File: config.mk
export PLATFORM = sky130hd
export DESIGN_NAME = actuator_position_setpoint
export DESIGN_NICKNAME = d
export VERILOG_FILES = /design/src/hw/actuator_pkg.sv /design/src/hw/actuator_position_setpoint.sv
export SDC_FILE = /design/constraint.sdc
export NUM_CORES = 1
export LEC_CHECK = 0
export BUFFER_PORTS_ARGS = -buffer_cell sky130_fd_sc_hd__buf_2
export CAP_MARGIN = 20
export CORE_MARGIN = 2
export CORE_UTILIZATION = 40
export DETAILED_ROUTE_END_ITERATION = 7
export PLACE_DENSITY_LB_ADDON = 0.05
export SETUP_SLACK_MARGIN = 0.15
export SLEW_MARGIN = 20
export SYNTH_ARGS = -nofsm -noshare
export SYNTH_HDL_FRONTEND = slang
export SYNTH_SLANG_ARGS = --single-unit
File: constraint.sdc
create_clock -name core_clk_i -period 16 [get_ports core_clk_i]
set_clock_uncertainty 0.2 [all_clocks]
set_input_delay 0.8 -clock core_clk_i [delete_from_list [all_inputs] [get_ports core_clk_i]]
set_output_delay 0.8 -clock core_clk_i [all_outputs]
set_load 0.1 [all_outputs]
File: src/hw/actuator_pkg.sv
package actuator_pkg;
	typedef logic signed [15:0] pos_t;

	// Attribute identifiers
	localparam logic [7:0] ID_CLASS_REV = 8'h01;
	localparam logic [7:0] ID_SWITCH    = 8'h64;
	localparam logic [7:0] ID_RUN       = 8'h65;
	localparam logic [7:0] ID_TARGET    = 8'h66;
	localparam logic [7:0] ID_MEASURED  = 8'h67;
	localparam logic [7:0] ID_ACHIEVED  = 8'h68;
	localparam logic [7:0] ID_DEADBAND  = 8'h69;
	localparam logic [7:0] ID_HOLD      = 8'h6A;
	localparam logic [7:0] ID_F_RETR    = 8'h6D;
	localparam logic [7:0] ID_F_EXT     = 8'h6E;
	localparam logic [7:0] ID_RETR_END  = 8'h6F;
	localparam logic [7:0] ID_EXT_END   = 8'h70;
	localparam logic [7:0] ID_RETR_SIG  = 8'h71;
	localparam logic [7:0] ID_EXT_SIG   = 8'h72;
	localparam logic [7:0] ID_RETR_THR  = 8'h73;
	localparam logic [7:0] ID_EXT_THR   = 8'h74;
	localparam logic [7:0] ID_SUMMARY   = 8'h75;
	localparam logic [7:0] ID_DEADLOCK  = 8'h76;
	localparam logic [7:0] ID_ILLEGAL   = 8'h78;
	localparam logic [7:0] ID_MEMFAULT  = 8'h79;
	localparam logic [7:0] ID_DL_CLEAR  = 8'h7B;
	localparam logic [7:0] ID_RETRY     = 8'h7C;

	// Ranges in hundredths of a percent, except the retry count minimum
	localparam pos_t POS_MIN   = 16'shFFCE;
	localparam pos_t POS_MAX   = 16'sh2742;
	localparam pos_t EXT_MAX   = 16'sh2710;
	localparam pos_t ZERO_POS  = 16'sh0000;
	localparam pos_t RESOLUTION = 16'sh000A;
	localparam logic [15:0] DB_MIN  = 16'h000A;
	localparam logic [15:0] DB_MAX  = 16'h03E8;
	localparam logic [15:0] DB_STEP = 16'h0014;
	localparam logic [7:0]  RETRY_MIN = 8'h01;

	// Reset values
	localparam pos_t        RETR_END_RST = 16'sh2710;
	localparam pos_t        EXT_END_RST  = 16'sh0000;
	localparam pos_t        RETR_THR_RST = 16'sh2648;
	localparam pos_t        EXT_THR_RST  = 16'sh00C8;
	localparam logic [15:0] DB_RST       = 16'h0032;
	localparam logic [7:0]  HOLD_RST     = 8'h00;
	localparam logic [7:0]  RETRY_RST    = 8'h05;

	// Restart hold timing: one unit is a tenth of a second
	localparam int CLK_PERIOD_NS = 20;
	localparam int HOLD_UNIT_NS  = 100000000;
	localparam int TICK_CYCLES   = HOLD_UNIT_NS / CLK_PERIOD_NS;
	localparam int TICK_W        = 23;

	typedef struct packed {
		logic        get;
		logic        set;
		logic        cls;
		logic [7:0]  id;
		logic [15:0] data;
	} attr_req_t;

	typedef struct packed {
		logic        ack;
		logic        err;
		logic [15:0] data;
	} attr_rsp_t;

	typedef struct packed {
		logic              run;
		pos_t              target;
		logic [15:0]       deadband;
		logic [7:0]        hold_time;
		logic              f_retr;
		logic              f_ext;
		pos_t              retr_end;
		pos_t              ext_end;
		pos_t              retr_thr;
		pos_t              ext_thr;
		logic              clear_dl;
		logic [7:0]        retry;
		logic [7:0]        fail_cnt;
		logic              deadlock;
		logic              illegal;
		logic [7:0]        hold_left;
		logic [TICK_W-1:0] tick;
		pos_t              measured;
		pos_t              setpoint;
		logic              drive;
		logic              achieved;
		logic              retr_sig;
		logic              ext_sig;
		logic              summary;
		attr_rsp_t         rsp;
	} state_t;
endpackage

File: src/hw/actuator_position_setpoint.sv
`timescale 1ns/1ns
module actuator_position_setpoint #(
	parameter int              TICK_LEN = actuator_pkg::TICK_CYCLES,
	parameter logic [15:0]     REVISION = 16'h0007
) (
	input  wire logic                   core_clk_i,
	input  wire logic                   srst_i,
	input  wire logic                   ce_i,
	input  wire actuator_pkg::attr_req_t req_i,
	output actuator_pkg::attr_rsp_t     rsp_o,
	input  wire logic                   local_switch_i,
	input  wire actuator_pkg::pos_t     stem_position_i,
	input  wire logic                   memory_fault_i,
	input  wire logic                   start_fail_i,
	input  wire logic                   start_ok_i,
	output actuator_pkg::pos_t          setpoint_o,
	output logic                        drive_enable_o,
	output logic                        position_achieved_o,
	output logic                        retract_end_o,
	output logic                        extend_end_o,
	output logic                        summary_fault_o
);
	import actuator_pkg::*;

	// REVISION value is arbitrary

	// Refuse a tick length that the tick counter cannot reach
	// A short tick only suits simulation; the default gives a true tenth of a second
	if (TICK_LEN < 1 || TICK_LEN > (1 << TICK_W)) begin : g_tick_check
		$error("TICK_LEN out of range");
	end

	// Last tick count of one hold unit
	localparam logic [TICK_W-1:0] TICK_LAST = TICK_W'(TICK_LEN - 1);

	// All state lives in one struct; s_d is its next value
	state_t s_q;
	state_t s_d;

	// Signed range test used by every settable position
	function automatic logic in_range(input pos_t v, input pos_t lo, input pos_t hi);
		in_range = (v >= lo) && (v <= hi);
	endfunction

	// Deadband quantised to 0.1 + 0.2*n percent, fractions dropped
	function automatic logic [15:0] eff_band(input logic [15:0] db);
		logic [15:0] steps;
		steps = (db - DB_MIN) / DB_STEP;
		eff_band = 16'(steps * DB_STEP) + DB_MIN;
	endfunction

	// Target keeps only 0.1 percent resolution
	function automatic pos_t trunc_res(input pos_t v);
		trunc_res = pos_t'((v / RESOLUTION) * RESOLUTION);
	endfunction

	// Next-state logic. Writes land first so that the setpoint, the
	// deadband test and the end signals all use values written this
	// cycle; the status outputs then follow one edge behind the request.
	always_comb begin
		pos_t        sp;
		logic [15:0] band;
		pos_t        meas;
		logic [16:0] diff;
		logic [17:0] dist2;
		logic        permit;
		logic        ach;
		logic        drv;
		logic        wr;
		logic        bad;
		logic [15:0] rd;
		sp     = 16'sh0000;
		meas   = 16'sh0000;
		diff   = 17'h00000;
		dist2  = 18'h00000;
		permit = 1'b0;
		ach    = 1'b0;
		drv    = 1'b0;
		wr     = 1'b0;
		bad    = 1'b0;
		rd     = 16'h0000;
		band   = 16'h0000;
		s_d    = s_q;

		s_d.rsp.ack = 1'b0;
		s_d.rsp.err = 1'b0;

		// Attribute writes; refused while the switch is on local
		// A set with the class flag or on local is refused, value kept
		wr = req_i.set && !req_i.get && !req_i.cls && !local_switch_i;
		if (req_i.set && !req_i.get) begin
			if (!wr) begin
				bad = 1'b1;
			end else begin
				unique case (req_i.id)
					ID_RUN: s_d.run = req_i.data[0];
					ID_TARGET: begin
						if (in_range(pos_t'(req_i.data), POS_MIN, POS_MAX)) begin
							s_d.target  = trunc_res(pos_t'(req_i.data));
							s_d.illegal = 1'b0;
						end else begin
							// Out of range input is clamped to the nearer limit
							s_d.target  = (pos_t'(req_i.data) < POS_MIN) ? POS_MIN : POS_MAX;
							s_d.illegal = 1'b1;
						end
					end
					ID_DEADBAND: begin
						// An out of range band keeps the old one
						if (req_i.data >= DB_MIN && req_i.data <= DB_MAX) begin
							s_d.deadband = req_i.data;
						end else begin
							bad = 1'b1;
						end
					end
					ID_HOLD: begin
						if (req_i.data[15:8] == 8'h00) begin
							s_d.hold_time = req_i.data[7:0];
						end else begin
							bad = 1'b1;
						end
					end
					// Forced commands are plain bits; priority is settled below
					ID_F_RETR: s_d.f_retr = req_i.data[0];
					ID_F_EXT:  s_d.f_ext  = req_i.data[0];
					// Endpoints and thresholds share the signed range test
					ID_RETR_END: begin
						if (in_range(pos_t'(req_i.data), ZERO_POS, POS_MAX)) begin
							s_d.retr_end = pos_t'(req_i.data);
						end else begin
							bad = 1'b1;
						end
					end
					ID_EXT_END: begin
						if (in_range(pos_t'(req_i.data), POS_MIN, EXT_MAX)) begin
							s_d.ext_end = pos_t'(req_i.data);
						end else begin
							bad = 1'b1;
						end
					end
					ID_RETR_THR: begin
						if (in_range(pos_t'(req_i.data), ZERO_POS, POS_MAX)) begin
							s_d.retr_thr = pos_t'(req_i.data);
						end else begin
							bad = 1'b1;
						end
					end
					ID_EXT_THR: begin
						if (in_range(pos_t'(req_i.data), POS_MIN, EXT_MAX)) begin
							s_d.ext_thr = pos_t'(req_i.data);
						end else begin
							bad = 1'b1;
						end
					end
					// Deadlock clear is a level; it must be written back to 0
					ID_DL_CLEAR: s_d.clear_dl = req_i.data[0];
					// Retry count 1..255; zero would lock at the first failure
					ID_RETRY: begin
						if (req_i.data[15:8] == 8'h00 && req_i.data[7:0] >= RETRY_MIN) begin
							s_d.retry = req_i.data[7:0];
						end else begin
							bad = 1'b1;
						end
					end
					default: bad = 1'b1;
				endcase
			end
		end

		// Attribute reads
		if (req_i.get && !req_i.set) begin
			if (req_i.cls) begin
				// Only the revision attribute exists at class level
				if (req_i.id == ID_CLASS_REV) begin
					rd = REVISION;
				end else begin
					bad = 1'b1;
				end
			end else begin
				unique case (req_i.id)
					ID_SWITCH:    rd = {15'h0000, local_switch_i};
					ID_RUN:       rd = {15'h0000, s_q.run};
					ID_TARGET:    rd = s_q.target;
					ID_MEASURED:  rd = s_q.measured;
					ID_ACHIEVED:  rd = {15'h0000, s_q.achieved};
					ID_DEADBAND:  rd = s_q.deadband;
					ID_HOLD:      rd = {8'h00, s_q.hold_time};
					ID_RETR_END:  rd = s_q.retr_end;
					ID_EXT_END:   rd = s_q.ext_end;
					ID_RETR_SIG:  rd = {15'h0000, s_q.retr_sig};
					ID_EXT_SIG:   rd = {15'h0000, s_q.ext_sig};
					ID_RETR_THR:  rd = s_q.retr_thr;
					ID_EXT_THR:   rd = s_q.ext_thr;
					ID_SUMMARY:   rd = {15'h0000, s_q.summary};
					ID_DEADLOCK:  rd = {15'h0000, s_q.deadlock};
					ID_ILLEGAL:   rd = {15'h0000, s_q.illegal};
					ID_MEMFAULT:  rd = {15'h0000, memory_fault_i};
					ID_DL_CLEAR:  rd = {15'h0000, s_q.clear_dl};
					ID_RETRY:     rd = {8'h00, s_q.retry};
					default:      bad = 1'b1; // Forced commands are write-only
				endcase
			end
		end
		if (req_i.get && req_i.set) begin
			bad = 1'b1;
		end
		// Every request taken while ce_i is high is answered one edge later; a refusal carries zero data
		if (req_i.get || req_i.set) begin
			s_d.rsp.ack  = 1'b1;
			s_d.rsp.err  = bad;
			s_d.rsp.data = bad ? 16'h0000 : rd;
		end

		// Present position, held to the reportable span
		// A sensor value outside the span must not wrap the distance below
		meas = stem_position_i;
		if (meas < POS_MIN) begin
			meas = POS_MIN;
		end
		if (meas > POS_MAX) begin
			meas = POS_MAX;
		end
		s_d.measured = meas;

		// Setpoint selection, retract first
		// Forced commands steer the setpoint even with run at 0; drive stays off
		if (s_d.f_retr) begin
			sp = s_d.retr_end;
		end else if (s_d.f_ext) begin
			sp = s_d.ext_end;
		end else begin
			sp = s_d.target;
		end
		s_d.setpoint = sp;

		// Deadband test: twice the error against the full band width
		// Doubling the error avoids halving an odd band width
		band  = eff_band(s_d.deadband);
		diff  = 17'(signed'({meas[15], meas}) - signed'({sp[15], sp}));
		if (diff[16]) begin
			diff = 17'(-signed'(diff));
		end
		dist2 = {diff, 1'b0};
		ach   = dist2 <= {2'b00, band};
		s_d.achieved = ach;

		// End position signals
		// Strict compares: exactly at its own threshold each signal is off
		s_d.retr_sig = meas > s_d.retr_thr;
		s_d.ext_sig  = meas < s_d.ext_thr;

		// Restart failure counting and deadlock; a held clear wins
		// New failures are ignored while deadlocked, so the count cannot wrap
		if (s_q.clear_dl) begin
			s_d.deadlock = 1'b0;
			s_d.fail_cnt = 8'h00;
		end else if (start_ok_i) begin
			s_d.fail_cnt = 8'h00;
		end else if (start_fail_i && !s_q.deadlock) begin
			if (s_q.fail_cnt + 8'h01 >= s_q.retry) begin
				s_d.deadlock = 1'b1;
				s_d.fail_cnt = 8'h00;
			end else begin
				s_d.fail_cnt = s_q.fail_cnt + 8'h01;
			end
		end

		s_d.summary = s_d.deadlock | s_d.illegal | memory_fault_i;

		// Motion permission
		// Local, memory fault and deadlock each cut the drive at the next edge
		permit = s_d.run && !local_switch_i && !memory_fault_i && !s_d.deadlock;
		drv    = permit && !ach && (s_q.hold_left == 8'h00);

		// Restart hold timer, started on each stop
		// A restart asked for during the hold simply waits for the count to end
		if (s_q.hold_left != 8'h00) begin
			if (s_q.tick == TICK_LAST) begin
				s_d.tick      = '0;
				s_d.hold_left = s_q.hold_left - 8'h01;
			end else begin
				s_d.tick = s_q.tick + TICK_W'(1);
			end
		end else if (s_q.drive && !drv && s_q.hold_time != 8'h00) begin
			s_d.hold_left = s_q.hold_time;
			s_d.tick      = '0;
		end
		s_d.drive = drv;
	end

	// Reset contents: defaults for the settings, zero for the rest
	function automatic state_t reset_state();
		state_t r;
		r           = '0;
		r.deadband  = DB_RST;
		r.hold_time = HOLD_RST;
		r.retr_end  = RETR_END_RST;
		r.ext_end   = EXT_END_RST;
		r.retr_thr  = RETR_THR_RST;
		r.ext_thr   = EXT_THR_RST;
		r.retry     = RETRY_RST;
		reset_state = r;
	endfunction

	// State register with clock enable and synchronous reset
	always_ff @(posedge core_clk_i) begin
		if (srst_i) begin
			s_q <= reset_state();
		end else if (ce_i) begin
			s_q <= s_d;
		end
	end

	assign rsp_o               = s_q.rsp;
	assign setpoint_o          = s_q.setpoint;
	assign drive_enable_o      = s_q.drive;
	assign position_achieved_o = s_q.achieved;
	assign retract_end_o       = s_q.retr_sig;
	assign extend_end_o        = s_q.ext_sig;
	assign summary_fault_o     = s_q.summary;
endmodule

== After elaboration in Yosys (flattened, before gate mapping) ==
Index checks and enable logic that the tools add are counted.
Operators by class
  bitwise logic cells: 2
  $mul: 2
  $add $sub $neg: 7
  reduce and logical (&&, ||, !) cells: 45
  shift-type cells: 0
  muxes and demuxes: 61
  order comparisons: 14
  div/mod/pow operators: 2
  equal/unequal tests: 24
Operators with widths (count)
  $mux W16: 20
  $pmux W16 S19: 1
  $mux W116: 2
  $eq A8 B7 Y1 const B: 21
  $mux W31: 2
  $mux W8: 7
  $div A16 B5 Y16 const B: 2
  $le A16 B15 Y1 const B: 2
  $lt A16 B7 Y1 const B: 2
  $add A23 B1 Y23 const B: 1
  $eq A23 B23 Y1 const B: 1
  $mux W23: 1
  $mux W1: 22
  $reduce_or A19 Y1: 1
  $le A18 B16 Y1: 1
  $logic_and A1 B1 Y1: 18
  $mux W18: 1
  $mux W9: 2
  $mux W17: 1
  $neg A17 Y17: 1
  $sub A16 B16 Y17: 1
  $add A16 B4 Y16 const B: 1
  $ge A16 B1 Y1 const B: 1
  $ge A16 B4 Y1 const B: 1
  other kinds (29): 44
Word-level totals
  memories: 0
  word-level logic and storage cells: 184
  output and inout port bits: 39
  ROM bits: 0
  bits in latches: 0
  register bits after elaboration: 212
  RAM bits: 0
  bits of input ports: 50

== Depth between registers and ports, before layout ==
Gate-level depths: netlist of run 1.
  word-level depth: 20
  gate-level depth with buffers: 88
  mapped depth without buffers: 84

== Worst setup path before layout of run 1 ==
No wires, ideal clock.
  kind: input -> register
  start point: input req_i[7] in the netlist's numbering
  end point: register s_q[75] in the netlist's numbering
  arrival time: 15.950 ns
  stages: 77
  setup time: 0.128 ns
  slack: -0.278 ns
  buffers on the path: 6
  cell sequence: clkbuf_1 nand2_1 or4_1 nand4_2 clkbuf_1 mux2i_1 ha_1 buf_2 nor2b_1 clkbuf_1 o21a_1 or4b_1 nor4_1 a31o_2 nand3_1 and2_1 clkbuf_1 or4_4 (+41 left out) ha_1 a21o_1 a21oi_1 o21ai_0 a21o_1 a21oi_1 nor2_1 a211oi_1 o21a_1 a32oi_1 nor2b_1 nand3_1 or2_2 clkbuf_1 nor2_1 nand3_1 xor2_1 nor2_1
On the way
  word-level cells in the longest chain between the ends: 20
  elaborated cells on any way between the ends: 42
  classes of those cells: 4 x add/sub; 2 x mul; 2 x div; 8 x order compare; 14 x mux; 12 x reduce/logical
RTL lines
  start, declared: line actuator_position_setpoint.sv:9  | input wire actuator_pkg::attr_req_t req_i,
  $div A16 B5 Y16 (tied with other cells): line actuator_position_setpoint.sv:54  | trunc_res = pos_t'((v / RESOLUTION) * RESOLUTION);
  $mul A16 B4 Y15 (tied with other cells): line actuator_position_setpoint.sv:54
  $mux W16 (on tied branches): line actuator_position_setpoint.sv:98, actuator_position_setpoint.sv:134
  $mux W16: line actuator_position_setpoint.sv:95  | unique case (req_i.id)
  $mux W116 *: line actuator_position_setpoint.sv:92  | if (!wr) begin
  $mux W116 *: line actuator_position_setpoint.sv:91  | if (req_i.set && !req_i.get) begin
  branches (longest 5 deep; another with $sub A16 B4 Y16)
  $le A18 B16 Y1 *: line actuator_position_setpoint.sv:243  | ach = dist2 <= {2'b00, band};
  $logic_not A1 Y1 *: line actuator_position_setpoint.sv:272  | drv = permit && !ach && (s_q.hold_left == 8'h00);
  $logic_and A1 B1 Y1 * (2 in series): line actuator_position_setpoint.sv:272
  $logic_not A1 Y1 *: line actuator_position_setpoint.sv:283  | end else if (s_q.drive && !drv && s_q.hold_time != 8'h00) begin
  $logic_and A1 B1 Y1 * (2 in series): line actuator_position_setpoint.sv:283
  $reduce_bool A2 Y1 (no source line) *
  $reduce_and A2 Y1 (no source line) *
  end signal, assigned: line actuator_position_setpoint.sv:307  | s_q <= reset_state();
  end, declared: line actuator_position_setpoint.sv:37  | state_t s_q;
Mark *: on every way between the ends.
A chain may end at the register's enable or synchronous reset.

== Worst setup path in the final report of run 1 ==
  start point: input req_i[7] in the netlist's numbering
  end point: register s_q[77] in the netlist's numbering
Same word-level chain as after synthesis.

==> results of run 1 <==
-- power by group through the flow --
stage / combinational [mW] / clock (mW) / sequential (mW)
after global routing: 1.44 / 0.605 / 0.558
after floorplan: 0.784 / 0 / 0.570
final: 1.30 / 0.577 / 0.557
after CTS: 1.23 / 0.588 / 0.556
after global placement: 1.19 / 0 / 0.568
after detailed placement: 1.22 / 0 / 0.568
-- stage by stage --
stage	area (um2)	TNS, ns
global route	25300	-1.13
detailed placement	23000	-6.94
floorplan	20200	0
global placement	23000	-3.81
CTS	23800	0
finish	25300	0
-- cells in the mapped netlist (11+ instances only) --
master	count
a211o_1	11
a211oi_1	48
a21o_1	33
a21oi_1	160
a222oi_1	13
a22oi_1	48
a311oi_1	14
a31oi_1	29
and2_1	22
and3_1	35
buf_4	35
clkbuf_1	132
dfxtp_1	212
ha_1	128
inv_1	73
mux2_2	15
mux2i_1	144
nand2_1	250
nand2b_1	44
nand3_1	70
nand4_1	35
nor2_1	329
nor2b_1	36
nor3_1	62
nor4_1	29
o211ai_1	21
o21a_1	19
o21ai_0	137
o21ai_1	18
o31ai_1	19
or3_1	27
xnor2_1	111
xor2_1	62
-- worst max-delay path: cells and delay by family --
| kind | cells | cell delay (ns) |
|---|---|---|
| AO/OA/AOI/OAI | 25 | 4.95 |
| buffers and inverters | 10 | 1.18 |
| AND/OR/NAND/NOR | 32 | 6.67 |
| multiplexers | 1 | 0.28 |
| XOR/XNOR | 3 | 0.48 |
| adder cells (fa/ha/maj) | 5 | 1.27 |
-- metal layers --
layer  routed length [um]  part of all wire, %  global-route usage [%]  vias to the layer above
met5                   17                0.022                       0                        -
met4                 2420                  3.2                    8.88                        4
met3                 4810                  6.3                    4.24                      114
met2                34600                   45                    44.5                      607
met1                34800                   45                    37.8                    10300
li1                     -                    -                       -                    10300
-- worst min path at each step --
stage	to	slack (ns)	cells after the start
detailed placement	s_q[137]	0.27	2
global placement	rsp_o[17]	0.26	2
floorplan	s_q[179]	0.24	2
finish	s_q[137]	0.27	2
global route	s_q[139]	0.29	2
CTS	s_q[137]	0.27	2
-- logic make-up after synthesis --
family,Yosys count,synth area share (%)
AND/OR/NAND/NOR,1024,24.9
AO/OA/AOI/OAI,707,24.1
buffers and inverters,257,5.49
flip-flops,212,21.1
XOR/XNOR,177,7.84
multiplexers,162,8.21
adder cells (fa/ha/maj),134,8.39
-- layout make-up --
| cell class | instances | share of cell area, % |
|---|---|---|
| Inverter | 75 | 1.11 |
| Sequential cell | 212 | 16.8 |
| Tap cell | 672 | 3.33 |
| Clock buffer | 36 | 2.72 |
| Multi-Input combinational cell | 2204 | 63.2 |
| Timing Repair Buffer | 440 | 12.4 |
| Clock inverter | 9 | 0.450 |
-- timing repair --
| action | CTS | global route |
|---|---|---|
| pin swaps | 0 | 99 |
| setup buffers | 0 | 50 |
| resized for setup | 4 | 235 |
| setup endpoints to repair | 5 | 32 |
-- registers in the layout, indices dropped and copies added, names as in the netlist --
signal / flops
drive_enable_o: 1
s_q: 173
rsp_o: 18
setpoint_o: 16
extend_end_o: 1
summary_fault_o: 1
position_achieved_o: 1
retract_end_o: 1
==> flow_metrics.env, run 1 <==
export IMPL_yosys_top_cells_area="dfxtp_1 (21%), ha_1 (7.9%), mux2i_1 (7.2%)"
export IMPL_routabilityCongestion=0.910
export IMPL_cts_root_buf="clkbuf_16"
export IMPL_p_clk_share_pct=23.7
export IMPL_die_h_um=228
export IMPL_pwr_share_seq_pct=22.9
export IMPL_die_w_um=228
export IMPL_multi_input_area_um2=16000
export IMPL_reg2regPathDepth=74
export IMPL_cp_start_kind="primary input"
export IMPL_fin_ws_ns=0.597
export IMPL_route_antenna_remaining_nets=0
export IMPL_crit_required_ns=16.25
export IMPL_fmax_ghz=0.0649
export IMPL_rsz0062_at_grt="yes"
export IMPL_n_fill_cell=5031
export IMPL_clockBufferDepth=3
export IMPL_layout_commonest_cell="buf_4"
export IMPL_final_cells=3648
export IMPL_insertedDiodeCount=0
export IMPL_synth_edff_count=0
export IMPL_ys_ff_latch=212
export IMPL_synthesis_area_um2=20200
export IMPL_grt_max_degree=86
export IMPL_grt_overflow_total=0
export IMPL_power_mw=2.43
export IMPL_drv_cap=0
export IMPL_period_minus_slack_ns=15.40
export IMPL_min_period_over_period_pct=96.3
export IMPL_synth_seq_area_share_pct=21.1
export IMPL_relSlewSlack_pct=23.7
export IMPL_cp_slowest_cell="or4_4"
export IMPL_total_switching_power_uw=999
export IMPL_cpPeakStageDelay_ns=0.59
export IMPL_ys_types=116
export IMPL_power_frac_comb_pct=53.4
export IMPL_status="finished, final reports clean"
export IMPL_worst_setup_path_end_kind="flip-flop"
export IMPL_wl_per_cell_um=21.0
export IMPL_p_leak_nw=10.2
export IMPL_cts_sinks=212
export IMPL_dp_cells=3553
export IMPL_grt_pass1_vias=19900
export IMPL_p_per_area_nw_per_um2=96.1
export IMPL_crit_top_cell="buf_4"
export IMPL_viasPerCell=5.83
export IMPL_rrSetupSlack_ns=1.27
export IMPL_totalWireLength_um=76700
export IMPL_syn_inst=2673
export IMPL_rr_startpoint="s_q[180]"
export IMPL_hold_path_class="flip-flop to flip-flop"
export IMPL_synth_top_area_share_pct=21.1
export IMPL_ys_flop_type="dfxtp_1"
export IMPL_h_tree_depth=1
export IMPL_final_cell_mix="buf_4 (346), nor2_1 (322), nand2_1 (246), dfxtp_1 (212), a21oi_1 (146)"
export IMPL_drive_gt1_share_pct=25.0
export IMPL_initial_utilization_pct=40.3
export IMPL_finish_net_count=3139
export IMPL_min_delay_start="s_q[137]"
export IMPL_timing_hold_ws_ns=0.274
export IMPL_dp_hpwl_um=57600
export IMPL_portBuffers=88
export IMPL_antenna_found_initial=2
export IMPL_ys_async_sr_fraction_pct=0
export IMPL_syn_area_per_cell_um2=7.54
export IMPL_ctsHoldBuffers=0
export IMPL_place_ws_ns=-0.453
export IMPL_vias=21300
export IMPL_p_int_mw=1.43
export IMPL_seq_area_um2=4240
export IMPL_utilization_pct=50.6
export IMPL_syn_to_final_growth_pct=25.4
export IMPL_pin_count=89
export IMPL_die_area_um2=52200
export IMPL_crit_type="primary input to flip-flop"
export IMPL_worst_pin_slew_ns=1.13
export IMPL_grt_pass1_wl_um=115000
export IMPL_clkTransAtPathRegs_ns=0.06
export IMPL_crit_fanout=8
export IMPL_swShare_pct=41.1
export IMPL_cp_arrival_ns=15.65
export IMPL_fp_coreArea_um2=50000
export IMPL_setup_viol=0
export IMPL_clkLatencyLatePin_ns=0.56
export IMPL_first_pass_iters=6
export IMPL_r2r_end="s_q[77]"
export IMPL_yosysWarningCount=0
export IMPL_crit_path_start="req_i[7]"
export IMPL_cts_made_buffers=25
export IMPL_fp_row_count=82
export IMPL_vdd_drop_max_uv=139
export IMPL_crit_end="s_q[77]"
export IMPL_final_hold_viol_count=0
export IMPL_drt_iter0_drc=1580
export IMPL_grt_usage_pct=27.6
export IMPL_yosys_area_top_type="dfxtp_1"
export IMPL_cts_tree="done"
export IMPL_drv_slew=0
export IMPL_synthesis_nets=2854
export IMPL_drc=0
Power figures use the tool's default switching activity.
==> run 2: changes to the inputs <==
- CTS_BUF_LIST: default -> sky130_fd_sc_hd__clkbuf_16
==> run 2 against run 1 <==
Sequential power about the same. Utilization about the same. Maximum frequency about the same. Highest routed layer unchanged. Clock-buffer cell count down 11. Critical endpoint unchanged. Largest power group unchanged. Sequential share of layout area about the same. Cell count unchanged.
==> flow_metrics.env, run 2 (synthesized netlist as in run 1, its figures left out) <==
export IMPL_worst_setup_path_end_kind="flip-flop"
export IMPL_fmax_ghz=0.0650
export IMPL_cts_made_buffers=25
export IMPL_h_tree_depth=1
export IMPL_pin_count=89
export IMPL_first_pass_iters=8
export IMPL_p_per_area_nw_per_um2=95.6
export IMPL_die_area_um2=52200
export IMPL_finish_net_count=3139
export IMPL_fin_ws_ns=0.604
export IMPL_layout_commonest_cell="buf_4"
export IMPL_cp_start_kind="primary input"
export IMPL_path_buf_inv=10
export IMPL_largest_register_ffs=173
export IMPL_grt_overflow_total=0
export IMPL_crit_top_cell="buf_4"
export IMPL_clockBufferDepth=3
export IMPL_drv_cap=0
export IMPL_cts_tree="done"
export IMPL_dp_hpwl_um=57600
export IMPL_ctsHoldBuffers=0
export IMPL_n_fill_cell=5033
export IMPL_vias=21200
export IMPL_period_minus_slack_ns=15.40
export IMPL_drv_slew=0
export IMPL_clkLatencyLatePin_ns=0.57
export IMPL_viasPerCell=5.81
export IMPL_cts_root_buf="clkbuf_16"
export IMPL_setup_tns_ns=0
export IMPL_drive_gt1_share_pct=24.9
export IMPL_fp_row_count=82
export IMPL_relSlewSlack_pct=23.2
export IMPL_final_cell_mix="buf_4 (346), nor2_1 (322), nand2_1 (246), dfxtp_1 (212), a21oi_1 (146)"
export IMPL_grt_max_degree=86
export IMPL_die_h_um=228
export IMPL_crit_type="primary input to flip-flop"
export IMPL_cts_sinks=212
export IMPL_antenna_found_initial=2
export IMPL_vdd_drop_max_uv=137
export IMPL_crit_required_ns=16.25
export IMPL_routabilityCongestion=0.910
export IMPL_place_ws_ns=-0.453
export IMPL_totalWireLength_um=76600
export IMPL_route_antenna_remaining_nets=0
export IMPL_cp_slowest_cell="or4_4"
export IMPL_setup_viol=0
export IMPL_final_hold_viol_count=0
export IMPL_fp_coreArea_um2=50000
export IMPL_status="finished, final reports clean"
export IMPL_clkTransAtPathRegs_ns=0.06
export IMPL_syn_to_final_growth_pct=25.3
export IMPL_grt_pass1_wl_um=115000
export IMPL_p_leak_nw=10.3
export IMPL_die_w_um=228
export IMPL_min_period_over_period_pct=96.2
export IMPL_hold_path_class="flip-flop to flip-flop"
export IMPL_cpLargestDelayFamily="simple AND/OR/NAND/NOR gates"
export IMPL_rsz0062_at_grt="yes"
export IMPL_cp_arrival_ns=15.65
export IMPL_grt_usage_pct=27.6
export IMPL_portBuffers=88
export IMPL_drc=0
export IMPL_crit_fanout=8
export IMPL_wl_per_cell_um=21.0
export IMPL_worst_pin_slew_ns=1.14
export IMPL_cpPeakStageDelay_ns=0.59
export IMPL_initial_utilization_pct=40.3
export IMPL_largest_register="s_q"
export IMPL_grt_pass1_vias=19900
export IMPL_drt_iter0_drc=1585
export IMPL_insertedDiodeCount=0
## run 2: changes by cell type in the layout (fill, tap and decap cells not counted)
cell,change
clkbuf_8,-2
clkinv_1,+2
inv_1,+9
clkbuf_1,-9
## run 2: layout make-up
type,instances,area [um2],area share [%]
clock buffers,25,626,2.48
clock inverters,20,155,0.614
inverters,75,282,1.11
multi-input cells,2204,16000,63.3
flip-flops and latches,212,4240,16.8
well taps,672,841,3.33
repair buffers,440,3130,12.4
## run 2: final timing paths
check	start	to	slack (ns)	depth (start not counted)
worst max-delay path	req_i[7]	s_q[77]	0.60	76
worst min-delay path	s_q[137]	s_q[137]	0.27	2
worst max register to register	s_q[180]	s_q[77]	1.28	74
worst min register to register	s_q[137]	s_q[137]	0.27	2
## run 2: layer usage
layer	vias up	GRT usage [%]	share of wire (%)
met4	4	8.88	3.1
li1	10300	-	-
met3	115	4.24	6.4
met2	613	44.5	45
met5	-	0	0.022
met1	10200	37.8	45
## run 2: worst register-to-register path: cells and delay by family, from the launching register on
| family | cells | cell delay, ns |
|---|---|---|
| compound gates | 25 | 4.86 |
| xor+xnor | 3 | 0.48 |
| fa+ha+maj | 5 | 1.25 |
| buf+inv | 10 | 1.13 |
| flops | 1 | 0.64 |
| simple gates | 31 | 6.07 |
## run 2: where the power goes
part           switching [mW]  internal, mW
Sequential             0.0141         0.543
Clock                   0.245         0.317
Combinational           0.739         0.557
## run 2: timing repair
action,in CTS,in global routing
buffers inserted,0,50
setup endpoints to repair,5,32
resized for setup,4,235
pin swaps,0,99
## run 2: per-stage QoR
stage / power (mW) / area [um2] / hold slack (ns) / utilization, % / std cells
6_report: 2.42 / 25300 / 0.273 / 50.6 / 3648
5_1_grt: 2.59 / 25300 / 0.294 / 50.6 / 3648
4_1_cts: 2.36 / 23800 / 0.273 / 47.6 / 3598
3_5_place_dp: 1.78 / 23000 / 0.266 / 45.9 / 3553
3_3_place_gp: 1.76 / 23000 / 0.257 / 45.9 / 3553
2_1_floorplan: 1.35 / 20200 / 0.239 / - / 2673
==> run 3: changes to the inputs <==
- CORE_UTILIZATION: 40 -> 55
==> run 3 against run 2 <==
Sequential power hardly changed. Critical path depth is 1 higher. Register-to-register slack better by 0.05 ns. The flow now finishes with violations (design-rule violations). Highest routed layer is now met4. Power is 2.0% lower. Maximum frequency hardly changed. Sequential share of layout area is 0.43 points higher.
==> flow_metrics.env, run 3 (synthesized netlist as in run 1, its figures left out) <==
export IMPL_fp_coreArea_um2=36300
export IMPL_grt_pass1_wl_um=110000
export IMPL_cts_made_buffers=23
export IMPL_period_minus_slack_ns=15.41
export IMPL_cts_sinks=212
export IMPL_grt_usage_pct=35.7
export IMPL_crit_fanout=8
export IMPL_largest_register_ffs=173
export IMPL_vdd_drop_max_uv=176
export IMPL_min_to="s_q[137]"
export IMPL_multi_input_area_um2=15900
export IMPL_rr_startpoint="s_q[180]"
export IMPL_fmax_ghz=0.0649
export IMPL_crit_path_start="req_i[11]"
export IMPL_p_leak_nw=9.94
export IMPL_drt_iter0_drc=2087
export IMPL_timing_hold_ws_ns=0.276
export IMPL_fp_row_count=70
export IMPL_hold_path_class="flip-flop to flip-flop"
export IMPL_route_antenna_remaining_nets=0
export IMPL_viasPerCell=6.35
export IMPL_seq_area_um2=4240
export IMPL_pin_count=89
export IMPL_die_h_um=195
export IMPL_stdcell_area_um2=24600
export IMPL_cp_arrival_ns=15.64
export IMPL_drive_gt1_share_pct=23.6
export IMPL_grt_pass1_vias=20000
export IMPL_r2r_end="s_q[72]"
export IMPL_worst_setup_path_end_kind="flip-flop"
export IMPL_syn_to_final_growth_pct=22.2
export IMPL_whs_path_depth=2
export IMPL_setup_viol=0
export IMPL_drc=10
export IMPL_cts_root_buf="clkbuf_16"
export IMPL_dp_hpwl_um=53800
export IMPL_portBuffers=88
export IMPL_violations="design-rule violations"
export IMPL_crit_top_cell="buf_4"
export IMPL_routabilityCongestion=0.985
export IMPL_min_delay_start="s_q[137]"
export IMPL_n_fill_cell=3151
export IMPL_place_ws_ns=-0.256
export IMPL_ctsHoldBuffers=0
export IMPL_status="complete, but fails checks"
export IMPL_layout_commonest_cell="nor2_1"
export IMPL_cp_start_kind="primary input"
export IMPL_die_w_um=195
export IMPL_die_area_um2=38200
export IMPL_finish_net_count=3103
export IMPL_rsz0062_at_grt="yes"
export IMPL_final_cell_mix="nor2_1 (321), buf_4 (311), nand2_1 (246), dfxtp_1 (212), a21oi_1 (147)"
export IMPL_largest_register="s_q"
export IMPL_clockBufferDepth=3
export IMPL_drv_cap=0
export IMPL_insertedDiodeCount=0
export IMPL_totalWireLength_um=72700
export IMPL_h_tree_depth=1
export IMPL_crit_required_ns=16.23
export IMPL_cts_tree="done"
export IMPL_final_hold_viol_count=0
export IMPL_reg2regPathDepth=74
export IMPL_min_period_over_period_pct=96.3
export IMPL_worst_pin_slew_ns=1.12
export IMPL_power_mw=2.37
export IMPL_cpPeakStageDelay_ns=0.49
export IMPL_crit_type="primary input to flip-flop"
export IMPL_relSlewSlack_pct=24.9
export IMPL_grt_max_degree=92
export IMPL_initial_utilization_pct=55.5
export IMPL_wl_per_cell_um=21.3
export IMPL_grt_overflow_total=0
export IMPL_vias=21600
export IMPL_detailed_place_area_um2=22500
export IMPL_first_pass_iters=8
export IMPL_drv_slew=0
export IMPL_fin_ws_ns=0.592
export IMPL_p_per_area_nw_per_um2=96.1
export IMPL_clkLatencyLatePin_ns=0.54
export IMPL_antenna_found_initial=0
export IMPL_rrSetupSlack_ns=1.33
export IMPL_clkTransAtPathRegs_ns=0.07
export IMPL_cp_slowest_cell="or4b_4"
## run 3: cell types whose count changed in the layout (fill, tap and decap cells not counted), sizes merged
cell	before	now
buf	439	404
bufinv	2	1
clkinv	7	11
clkinvlp	0	3
dlymetal6s2s	1	0
inv	86	79
## run 3: repair_timing
item	4_1_cts	5_1_grt
gates resized for setup	0	237
setup buffers	0	49
endpoints found under the setup margin	0	33
## run 3: worst max path at each step
stage	end	slack, ns	cells past startpoint
after detailed placement	s_q[73]	-0.26	76
after global routing	s_q[72]	-0.14	81
final	s_q[72]	0.59	77
after global placement	s_q[75]	-0.05	74
after CTS	s_q[75]	0.17	87
after floorplan	s_q[75]	0.16	76
## run 3: layout make-up
cell class	instances	share of cell area (%)
multi-input cells	2204	64.6
flip-flops and latches	212	17.2
repair buffers	406	11.8
well taps	468	2.38
clock buffers	23	2.34
inverters	75	1.15
clock inverters	19	0.528
## run 3: per-stage QoR
stage	TNS, ns	cells	util [%]
6_report	0	3407	67.8
4_1_cts	0	3358	63.8
3_5_place_dp	-2.20	3316	61.8
5_1_grt	-0.720	3407	67.8
2_1_floorplan	0	2673	-
3_3_place_gp	-0.160	3315	61.8
## run 3: metal layers
metal / up-vias / GRT usage, % / part of all wire, %
met1: 10300 / 48.3 / 42
met4: 0 / 13.7 / 4.4
met2: 1007 / 57.7 / 45
met3: 174 / 4.97 / 8.4
met5: - / 0 / 0
li1: 10200 / - / -
## run 3: power by group
part	switching (mW)	total [mW]	internal [mW]
Combinational	0.758	1.30	0.538
Clock	0.235	0.515	0.280
Sequential	0.0135	0.556	0.543
Total	1.01	2.37	1.36
## run 3: worst max-delay path, delay by kind of cell
kind	cells	cell delay, ns
AND/OR/NAND/NOR	29	6.62
AO/OA/AOI/OAI	28	4.88
buffers and inverters	11	1.35
adder cells (fa/ha/maj)	5	1.27
XOR/XNOR	3	0.45
multiplexers	1	0.23
